`src/hw/sensor_cfg_pkg.sv`:
```
// Purpose: shared constants and types for the sensor configuration register
// Assumes: one 16-bit configuration word reached through the serial pointer
// Notes:   field positions, reset values and hysteresis codes are named once here
package sensor_cfg_pkg;

    // ------------------------------------------------------------------
    // register map
    // ------------------------------------------------------------------
    localparam int unsigned PTR_W            = 8;
    localparam logic [7:0]  CFG_PTR          = 8'h01;
    localparam int unsigned DATA_W           = 16;

    // ------------------------------------------------------------------
    // field positions
    // ------------------------------------------------------------------
    localparam int unsigned HYST_MSB_POS     = 10;
    localparam int unsigned HYST_LSB_POS     = 9;
    localparam int unsigned STOP_POS         = 8;
    localparam int unsigned CRIT_LOCK_POS    = 7;
    localparam int unsigned WIN_LOCK_POS     = 6;
    localparam int unsigned INT_CLEAR_POS    = 5;
    localparam int unsigned EVT_STAT_POS     = 4;
    localparam int unsigned EVT_EN_POS       = 3;
    localparam int unsigned EVT_SEL_POS      = 2;
    localparam int unsigned EVT_POL_POS      = 1;
    localparam int unsigned EVT_MODE_POS     = 0;

    // ------------------------------------------------------------------
    // reset values
    // ------------------------------------------------------------------
    localparam logic [1:0]  HYST_RST         = 2'h0;
    localparam logic        BIT_RST          = 1'h0;
    localparam logic [15:0] RDATA_RST        = 16'h0000;

    // ------------------------------------------------------------------
    // hysteresis codes, amounts in quarter degrees
    // ------------------------------------------------------------------
    localparam logic [1:0]  HYST_CODE_0_0    = 2'h0;
    localparam logic [1:0]  HYST_CODE_1_5    = 2'h1;
    localparam logic [1:0]  HYST_CODE_3_0    = 2'h2;
    localparam logic [1:0]  HYST_CODE_6_0    = 2'h3;
    localparam logic [4:0]  HYST_Q_0_0       = 5'h00;
    localparam logic [4:0]  HYST_Q_1_5       = 5'h06;
    localparam logic [4:0]  HYST_Q_3_0       = 5'h0C;
    localparam logic [4:0]  HYST_Q_6_0       = 5'h18;

    // ------------------------------------------------------------------
    // types
    // ------------------------------------------------------------------
    typedef enum logic [1:0] {
        EVT_IDLE    = 2'b00,
        EVT_ACTIVE  = 2'b01,
        EVT_STOPPED = 2'b10
    } evt_state_e;

    // stored configuration fields
    typedef struct packed {
        logic [1:0] limit_hysteresis;
        logic       low_power_stop;
        logic       crit_lock;
        logic       win_lock;
        logic       evt_enable;
        logic       evt_crit_only;
        logic       evt_active_high;
        logic       evt_int_mode;
    } cfg_s;

    // serial engine register access
    typedef struct packed {
        logic             wr;
        logic [7:0]       ptr;
        logic [15:0]      wdata;
    } reg_req_s;

    // comparison results from the limit datapath
    typedef struct packed {
        logic ge_critical_limit;
        logic gt_upper_limit;
        logic lt_lower_limit;
    } cmp_s;

endpackage

```
`src/hw/sensor_config_event_control.sv`:
```
// Purpose: configuration register and event output control of the sensor
// Assumes: serial engine presents one-cycle write strobes with pointer and data
// Notes:   limit registers, converter and comparators live outside this block
`timescale 1ns/100ps

module sensor_config_event_control
(
    // clock and reset
    input  wire logic                    sys_clk,
    input  wire logic                    rst,

    // register access from the serial engine
    input  wire sensor_cfg_pkg::reg_req_s reg_req,
    output logic [15:0]                  reg_rdata,

    // comparison results from the limit datapath
    input  wire sensor_cfg_pkg::cmp_s    cmp,

    // controls toward converter and limit registers
    output logic                         low_power_stop,
    output logic [1:0]                   limit_hysteresis,
    output logic [4:0]                   hysteresis_quarters,
    output logic                         critical_limit_lock,
    output logic                         window_limit_lock,

    // event pin, open-drain style when active low
    output logic                         event_out,
    output logic                         event_oe_n,
    output logic                         event_asserted
);
    import sensor_cfg_pkg::*;

    // ------------------------------------------------------------------
    // state
    // ------------------------------------------------------------------
    cfg_s       cfg_ff;
    cfg_s       nxt_cfg;
    logic       int_flag_ff;
    logic       nxt_int_flag;
    logic       win_cond_ff;
    logic       nxt_win_cond;
    evt_state_e evt_state_ff;
    evt_state_e nxt_evt_state;
    logic [15:0] rdata_ff;
    logic [15:0] nxt_rdata;
    logic       out_ff;
    logic       nxt_out;
    logic       oe_n_ff;
    logic       nxt_oe_n;

    // ------------------------------------------------------------------
    // write decode
    // ------------------------------------------------------------------
    logic       cfg_wr;
    logic       locked;
    logic       int_clear;
    logic       win_cond;
    logic       crit_cond;
    logic       win_rise;
    logic       evt_level;

    always_comb
    begin
        cfg_wr    = reg_req.wr && (reg_req.ptr == CFG_PTR);
        locked    = cfg_ff.crit_lock || cfg_ff.win_lock;
        int_clear = cfg_wr && reg_req.wdata[INT_CLEAR_POS];
    end

    // lock values before the write protect that write; a lock set in the
    // same word only guards the following writes
    always_comb
    begin
        nxt_cfg = cfg_ff;
        if (cfg_wr)
        begin
            if (!locked)
            begin
                nxt_cfg.limit_hysteresis =
                    reg_req.wdata[HYST_MSB_POS:HYST_LSB_POS];
            end
            if (!locked || !reg_req.wdata[STOP_POS])
            begin
                nxt_cfg.low_power_stop = reg_req.wdata[STOP_POS];
            end
            // locks are set-only; no write can release them
            nxt_cfg.crit_lock = cfg_ff.crit_lock
                                || reg_req.wdata[CRIT_LOCK_POS];
            nxt_cfg.win_lock  = cfg_ff.win_lock
                                || reg_req.wdata[WIN_LOCK_POS];
            if (!locked)
            begin
                nxt_cfg.evt_enable      = reg_req.wdata[EVT_EN_POS];
                nxt_cfg.evt_active_high = reg_req.wdata[EVT_POL_POS];
                nxt_cfg.evt_int_mode    = reg_req.wdata[EVT_MODE_POS];
            end
            if (!cfg_ff.win_lock)
            begin
                nxt_cfg.evt_crit_only = reg_req.wdata[EVT_SEL_POS];
            end
        end
    end

    // ------------------------------------------------------------------
    // event conditions
    // ------------------------------------------------------------------
    always_comb
    begin
        crit_cond = cmp.ge_critical_limit;
        win_cond  = !cfg_ff.evt_crit_only
                    && (cmp.gt_upper_limit || cmp.lt_lower_limit);
        // comparator level frozen while stopped, so a condition that rose during
        // stop gives an edge on return and latches a new interrupt
        nxt_win_cond = cfg_ff.low_power_stop ? win_cond_ff : win_cond;
        win_rise     = win_cond && !win_cond_ff && !cfg_ff.low_power_stop;
    end

    // interrupt flag: a new crossing in the clear cycle is kept
    always_comb
    begin
        nxt_int_flag = int_flag_ff;
        if (int_clear)
        begin
            nxt_int_flag = 1'b0;
        end
        if (win_rise && cfg_ff.evt_int_mode)
        begin
            nxt_int_flag = 1'b1;
        end
    end

    always_comb
    begin
        if (cfg_ff.evt_int_mode)
        begin
            evt_level = crit_cond || int_flag_ff;
        end
        else
        begin
            evt_level = crit_cond || win_cond;
        end
    end

    // ------------------------------------------------------------------
    // event output state
    // ------------------------------------------------------------------
    always_comb
    begin
        case (evt_state_ff)
            EVT_IDLE:
            begin
                if (cfg_ff.low_power_stop)
                begin
                    nxt_evt_state = EVT_STOPPED;
                end
                else if (cfg_ff.evt_enable && evt_level)
                begin
                    nxt_evt_state = EVT_ACTIVE;
                end
                else
                begin
                    nxt_evt_state = EVT_IDLE;
                end
            end
            EVT_ACTIVE:
            begin
                if (cfg_ff.low_power_stop)
                begin
                    nxt_evt_state = EVT_STOPPED;
                end
                else if (!(cfg_ff.evt_enable && evt_level))
                begin
                    nxt_evt_state = EVT_IDLE;
                end
                else
                begin
                    nxt_evt_state = EVT_ACTIVE;
                end
            end
            EVT_STOPPED:
            begin
                if (cfg_ff.low_power_stop)
                begin
                    nxt_evt_state = EVT_STOPPED;
                end
                else
                begin
                    nxt_evt_state = EVT_IDLE;
                end
            end
            default:
            begin
                nxt_evt_state = EVT_IDLE;
            end
        endcase
    end

    // pin drive: active low only pulls down, active high drives both levels
    always_comb
    begin
        if (nxt_evt_state == EVT_ACTIVE)
        begin
            nxt_out  = nxt_cfg.evt_active_high;
            nxt_oe_n = 1'b0;
        end
        else
        begin
            nxt_out  = 1'b0;
            nxt_oe_n = !nxt_cfg.evt_active_high;
        end
    end

    // ------------------------------------------------------------------
    // readback
    // ------------------------------------------------------------------
    always_comb
    begin
        nxt_rdata = RDATA_RST;
        if (reg_req.ptr == CFG_PTR)
        begin
            nxt_rdata[HYST_MSB_POS:HYST_LSB_POS] = cfg_ff.limit_hysteresis;
            nxt_rdata[STOP_POS]      = cfg_ff.low_power_stop;
            nxt_rdata[CRIT_LOCK_POS] = cfg_ff.crit_lock;
            nxt_rdata[WIN_LOCK_POS]  = cfg_ff.win_lock;
            nxt_rdata[INT_CLEAR_POS] = 1'b0;
            nxt_rdata[EVT_STAT_POS]  = (evt_state_ff == EVT_ACTIVE);
            nxt_rdata[EVT_EN_POS]    = cfg_ff.evt_enable;
            nxt_rdata[EVT_SEL_POS]   = cfg_ff.evt_crit_only;
            nxt_rdata[EVT_POL_POS]   = cfg_ff.evt_active_high;
            nxt_rdata[EVT_MODE_POS]  = cfg_ff.evt_int_mode;
        end
    end

    // ------------------------------------------------------------------
    // registers
    // ------------------------------------------------------------------
    always_ff @(posedge sys_clk)
    begin
        if (rst)
        begin
            cfg_ff.limit_hysteresis <= HYST_RST;
            cfg_ff.low_power_stop   <= BIT_RST;
            cfg_ff.crit_lock        <= BIT_RST;
            cfg_ff.win_lock         <= BIT_RST;
            cfg_ff.evt_enable       <= BIT_RST;
            cfg_ff.evt_crit_only    <= BIT_RST;
            cfg_ff.evt_active_high  <= BIT_RST;
            cfg_ff.evt_int_mode     <= BIT_RST;
            int_flag_ff             <= BIT_RST;
            win_cond_ff             <= BIT_RST;
            evt_state_ff            <= EVT_IDLE;
            rdata_ff                <= RDATA_RST;
            out_ff                  <= 1'b0;
            oe_n_ff                 <= 1'b1;
        end
        else
        begin
            cfg_ff       <= nxt_cfg;
            int_flag_ff  <= nxt_int_flag;
            win_cond_ff  <= nxt_win_cond;
            evt_state_ff <= nxt_evt_state;
            rdata_ff     <= nxt_rdata;
            out_ff       <= nxt_out;
            oe_n_ff      <= nxt_oe_n;
        end
    end

    // ------------------------------------------------------------------
    // outputs
    // ------------------------------------------------------------------
    always_comb
    begin
        case (cfg_ff.limit_hysteresis)
            HYST_CODE_0_0: hysteresis_quarters = HYST_Q_0_0;
            HYST_CODE_1_5: hysteresis_quarters = HYST_Q_1_5;
            HYST_CODE_3_0: hysteresis_quarters = HYST_Q_3_0;
            HYST_CODE_6_0: hysteresis_quarters = HYST_Q_6_0;
            default:       hysteresis_quarters = HYST_Q_0_0;
        endcase
    end

    assign reg_rdata           = rdata_ff;
    assign low_power_stop      = cfg_ff.low_power_stop;
    assign limit_hysteresis    = cfg_ff.limit_hysteresis;
    assign critical_limit_lock = cfg_ff.crit_lock;
    assign window_limit_lock   = cfg_ff.win_lock;
    assign event_out           = out_ff;
    assign event_oe_n          = oe_n_ff;
    assign event_asserted      = (evt_state_ff == EVT_ACTIVE);

endmodule

```
`config.mk`:
```
export PLATFORM = sky130hd
export DESIGN_NAME = sensor_config_event_control
export DESIGN_NICKNAME = d
export VERILOG_FILES = /design/src/hw/sensor_cfg_pkg.sv /design/src/hw/sensor_config_event_control.sv
export SDC_FILE = /design/constraint.sdc
export NUM_CORES = 1
export LEC_CHECK = 0
export BUFFER_PORTS_ARGS = -buffer_cell sky130_fd_sc_hd__buf_2
export CAP_MARGIN = 20
export CORE_MARGIN = 2
export CORE_UTILIZATION = 42
export DETAILED_ROUTE_END_ITERATION = 7
export PLACE_DENSITY = 0.77
export SLEW_MARGIN = 5
export SYNTH_ARGS = -nofsm -noshare
export SYNTH_HDL_FRONTEND = slang
export SYNTH_SLANG_ARGS = --single-unit
```
`constraint.sdc`:
```
create_clock -name sys_clk -period 1.7 [get_ports sys_clk]
set_clock_uncertainty 0.05 [all_clocks]
set_input_delay 0.17 -clock sys_clk [delete_from_list [all_inputs] [get_ports sys_clk]]
set_output_delay 0.17 -clock sys_clk [all_outputs]
set_load 0.02 [all_outputs]
```
# After elaboration in Yosys (flattened, before gate mapping)
# Index checks and enable logic that the tools add are counted.
# totals
latchBits	0
mem_bits_rw	0
rom_bits	0
elab_cells	67
input_bits	30
memories	0
reg_bits	31
# classes
n_shift	0
muxes	11
n_reduce_logical	29
addsub	0
n_lt_le_gt_ge	0
n_bitwise	4
div	0
multipliers	0
n_eq_ne	7
# ops
cell	n
case mux 5 bit (4 select lines)	1
== test 8 x 1 -> 1 bit, second input constant	1
2-to-1 mux 2 bit	4
logical AND 1 bit	7
logical OR 1 bit	7
== test 2 x 1 -> 1 bit, second input constant	3
== test 2 bit, second input constant	3
logical NOT 1 bit	6
AND reduction 2 bit	3
OR reduction 2 bit	3
2-to-1 mux 1 bit	5
logical NOT 2 bit	2
NOT 1 bit	4
case mux 2 bit (2 select lines)	1
nonzero test 2 bit	1

# Depth between registers and ports, before layout
# logic_depth
word_depth	11
ltp_mapped	5

# Worst setup path before layout
# No wires, ideal clock.
# synth_timing
kind	flip-flop to flip-flop
start	reg cfg_ff (netlist bit window_limit_lock)
end	reg oe_n_ff, in the netlist event_oe_n
setup_time_ps	114
period_less_slack_ps	1424
path_slack_ps	276
t_arrival_ps	1260
n_path_buf	1
path_stages_with_launch	6
t_required_ps	1536
cell_sequence	dfxtp_1 > nor2_1 > and4_1 > buf_6 > o22a_4 > a21o_1
# synth_via
elab_chain_cells	5
# synth_rtl
item	line	text
from (decl)	sensor_config_event_control.sv:36	cfg_s cfg_ff;
from (signal assigned)	sensor_config_event_control.sv:257	cfg_ff <= nxt_cfg;
logical OR 1 bit	sensor_config_event_control.sv:65	locked = cfg_ff.crit_lock || cfg_ff.win_lock;
2-to-1 mux 2 bit	sensor_config_event_control.sv:90	if (!locked)
2-to-1 mux 2 bit	sensor_config_event_control.sv:74	if (cfg_wr)
logical NOT 1 bit	sensor_config_event_control.sv:208	nxt_oe_n = !nxt_cfg.evt_active_high;
2-to-1 mux 1 bit	sensor_config_event_control.sv:200	if (nxt_evt_state == EVT_ACTIVE)
to (signal assigned)	sensor_config_event_control.sv:263	oe_n_ff <= nxt_oe_n;
to (decl)	sensor_config_event_control.sv:48	logic oe_n_ff;
# No other way between the ends.
# A chain may end at the register's enable or synchronous reset.

# Worst setup path in the final report
# layout_timing
start	reg, netlist name limit_hysteresis[0]
end	out hysteresis_quarters[3]
# layout_via
elab_chain_cells	2
word_cells_on_any_way	5
classes_between	eq/ne (3); mux (1); reduce/logical (1)
# layout_rtl
item	line	text
== test 2 bit (tied with other cells)	sensor_config_event_control.sv:272	case (cfg_ff.limit_hysteresis)
case mux 5 bit (4 select lines) (*)	sensor_config_event_control.sv:272	
to (decl)	sensor_config_event_control.sv:22	output logic [4:0] hysteresis_quarters,
# Mark *: on every way between the ends. The rest lies on a longest branch, timed or not. The select of a mux whose other input is x is not followed.

==> results_dict.tcl <==
set metrics [dict create \
    seq_area_um2 502 \
    grt_overflow 0 \
    synthMuxAreaShare 0.0494 \
    drt-total-wl_mm 1.99 \
    drive_gt1_frac 0.379 \
    place_congestion 0.744 \
    crit_required_ns 1.48 \
    ir_drop_mv 0.403 \
    ys_ff_latch 25 \
    cts.clk_slew.worst_paths_ns 0.13 \
    area_growth_pct 22.1 \
    finish.net_count 179 \
    cts-buffers-inserted 3 \
    ys_seq_area_frac 0.494 \
    p_seq_frac 0.642 \
    die-height_um 53.1 \
    post-synth-top-area-fraction 0.494 \
    start_kind "flop" \
    cts_max_path_buffers 2 \
    crit_buf_inv 2 \
    synthAdderAreaFrac 0.0370 \
    grt_pass1_wl_mm 3.06 \
    via_per_inst 4.70 \
    yosysWarnings 0 \
    grt_usage 0.153 \
    avgSynthCellArea_um2 9.94 \
    cts-root-buf "clkbuf_4" \
    yosysTopAreaCell "dfxtp_1" \
    fill_cells 230 \
    swShare 0.231 \
    ioPinCount 59 \
    synth-compound-area-share 0.0802 \
    path_delay_family "flip-flops" \
    hold_slack_ns 0.0211 \
    synth_xor_area_frac 0 \
    grt_setup_unrepaired "no" \
    drtIter0Drc 8 \
    min_period_ns 1.62 \
    hold_path.class "input pin to flop" \
    dr.pass1.iters 4 \
    p_comb_frac 0.071 \
    clock_latency_ns 0.32 \
    path_class "flop to output pin" \
    fmax_mhz 615 \
    core_um2 2250 \
    power_density_nw_per_um2 741 \
    initial_core_util 0.450 \
    p_switching_mw 0.212 \
    htreeDepth 1 \
    antenna_found_initial 0 \
    die_area_um2 2820 \
    diodes 0 \
    netlist_top_cells_area "dfxtp_1, buf_4, nor2_1" \
    drc 0 \
    crit_chain "inv_1 -> ha_1 -> or2_2 -> buf_2" \
    hold_viol 0 \
    final_antenna_net_count 0 \
    cp.arrival_ns 1.40 \
    finalCritPeriodShare 0.956 \
    multi_input_comb_area_um2 423 \
    wl_per_cell_um 11.5 \
    syn_area_um2 1010 \
    crit_path_max_fanout 5 \
    synth_top_family_by_area "simple AND/OR/NAND/NOR gates" \
    finalSetupTns_ns 0 \
    cts_tree "yes" \
    vias 813 \
    dp_hpwl_mm 1.58 \
    slowest_stage "dfxtp_2" \
    fin_cells 173 \
    dp_cells 169 \
    std_cell_rows 17 \
    die_w_um 53.1 \
    grtUsageMet3 0.0254 \
    p_int_mw 0.705 \
    clkPwrFrac 0.287 \
    status "completed" \
    grtUsageMet1 0.161 \
    setup_viol 0 \
    netlist_instances 102 \
    grt_use_met2 0.283 \
    busiest_layer "met2" \
    end_kind "output pin" \
    max_stage_delay_ns 0.39 \
    grt_pass1_vias 722 \
    grt_max_degree 21 \
    slew_viol_final 0 \
    synth_simple_gate_area_frac 0.225 \
    maxCapViolations 0 \
    dpl_cell_area_um2 1210 \
    holdBufCountCts 0 \
    portBuffers 45 \
    yosysUniqueCellTypes 30 \
    p_leak_nw 0.601 \
    clock-sinks 25 \
    stdcell_area_um2 1240 \
]
routing by layer:
metal	vias up	wire [µm]
li1	410	-
met1	365	781
met2	33	1040
met3	5	121
met4	0	43
met5	-	0
sequential cells by signal (all words and copies together), names as in the netlist:
name / flops
reg_rdata: 10
cfg_ff: 4
evt_state_ff: 2
limit_hysteresis: 2
critical_limit_lock: 1
event_oe_n: 1
event_out: 1
int_flag_ff: 1
low_power_stop: 1
win_cond_ff: 1
window_limit_lock: 1
cells in the mapped netlist:
| cell type | number |
|---|---|
| nor4_4 | 1 |
| o22ai_1 | 1 |
| dfxtp_1 | 25 |
| o21ai_0 | 2 |
| nand4b_1 | 1 |
| and2_1 | 6 |
| or2_2 | 1 |
| nor4b_4 | 1 |
| a211oi_1 | 1 |
| or4b_2 | 1 |
| buf_4 | 9 |
| nand3_1 | 2 |
| o22a_4 | 1 |
| and4_1 | 1 |
| ha_1 | 3 |
| o21bai_1 | 1 |
| a21oi_1 | 5 |
| nor2_1 | 14 |
| conb_1 | 1 |
| buf_1 | 1 |
| nor2b_1 | 1 |
| and3_2 | 1 |
| inv_1 | 7 |
| a21o_1 | 1 |
| clkbuf_1 | 1 |
| nand2_1 | 1 |
| buf_6 | 1 |
| mux2i_1 | 5 |
| nand4_1 | 1 |
| nor3_1 | 5 |
path summary, 6_finish.rpt:
check / startpoint / endpoint / slack, ns / cells past startpoint
hold / removal: reg_req[7] / critical_limit_lock$_SDFFE_PP0N_ / 0.02 / 3
hold reg to reg: evt_state_ff[0]$_SDFF_PP0_ / evt_state_ff[1]$_SDFF_PP0_ / 0.40 / 1
setup reg to reg: cfg_ff[2]$_SDFFE_PP0P_ / int_flag_ff$_SDFFE_PP0P_ / 0.30 / 3
setup / recovery: limit_hysteresis[0]$_SDFFE_PP0P_ / hysteresis_quarters[3] / 0.08 / 4
cell usage in the layout, fill, tap and decap left out, types with 2 or more instances in the layout:
| master | count |
|---|---|
| mux2i_1 | 5 |
| nand3_1 | 2 |
| ha_1 | 3 |
| inv_1 | 7 |
| a21oi_1 | 5 |
| dfxtp_1 | 24 |
| nor3_1 | 5 |
| clkbuf_4 | 3 |
| o21ai_0 | 2 |
| nor2_1 | 14 |
| buf_2 | 45 |
| conb_1 | 7 |
| and2_1 | 6 |
logic make-up after synthesis:
logic type,after synthesis
AND/OR/NAND/NOR,37
flip-flops,25
buffers and inverters,19
AO/OA/AOI/OAI,12
multiplexers,5
adder cells (fa/ha/maj),3
other,1
power by group through the flow:
stage,logic [mW],clock network (mW),registers (mW)
4_1_cts,0.0658,0.260,0.589
3_5_place_dp,0.0656,0,0.602
2_1_floorplan,0.0429,0,0.602
3_3_place_gp,0.0636,0,0.602
6_report,0.0654,0.263,0.589
5_1_grt,0.0710,0.293,0.589
through the flow:
stage	worst slack (ns)	util	power (mW)
3_5_place_dp	0.0905	0.537	0.667
2_1_floorplan	0.276	-	0.645
3_3_place_gp	0.157	0.537	0.665
6_report	0.0751	0.549	0.917
4_1_cts	0.0123	0.548	0.915
5_1_grt	0.00257	0.549	0.953
what timing repair did:
action | 4_1_cts | 5_1_grt
gates resized for setup | 0 | 1
endpoints found under the setup margin | 0 | 1
buffers inserted | 0 | 0
worst register-to-register path: stages (launching register included):
cell      delay (ns)
dfxtp_1         0.34
o21bai_1        0.19
or4b_2          0.64
a21oi_1         0.13
final cells by class:
class / instances / area share
clock buffers: 4 / 0.0212
inverters: 7 / 0.0212
multi-input cells: 64 / 0.342
flip-flops and latches: 25 / 0.405
well taps: 28 / 0.0283
repair buffers: 45 / 0.182
(Power assumes the default switching activity.)
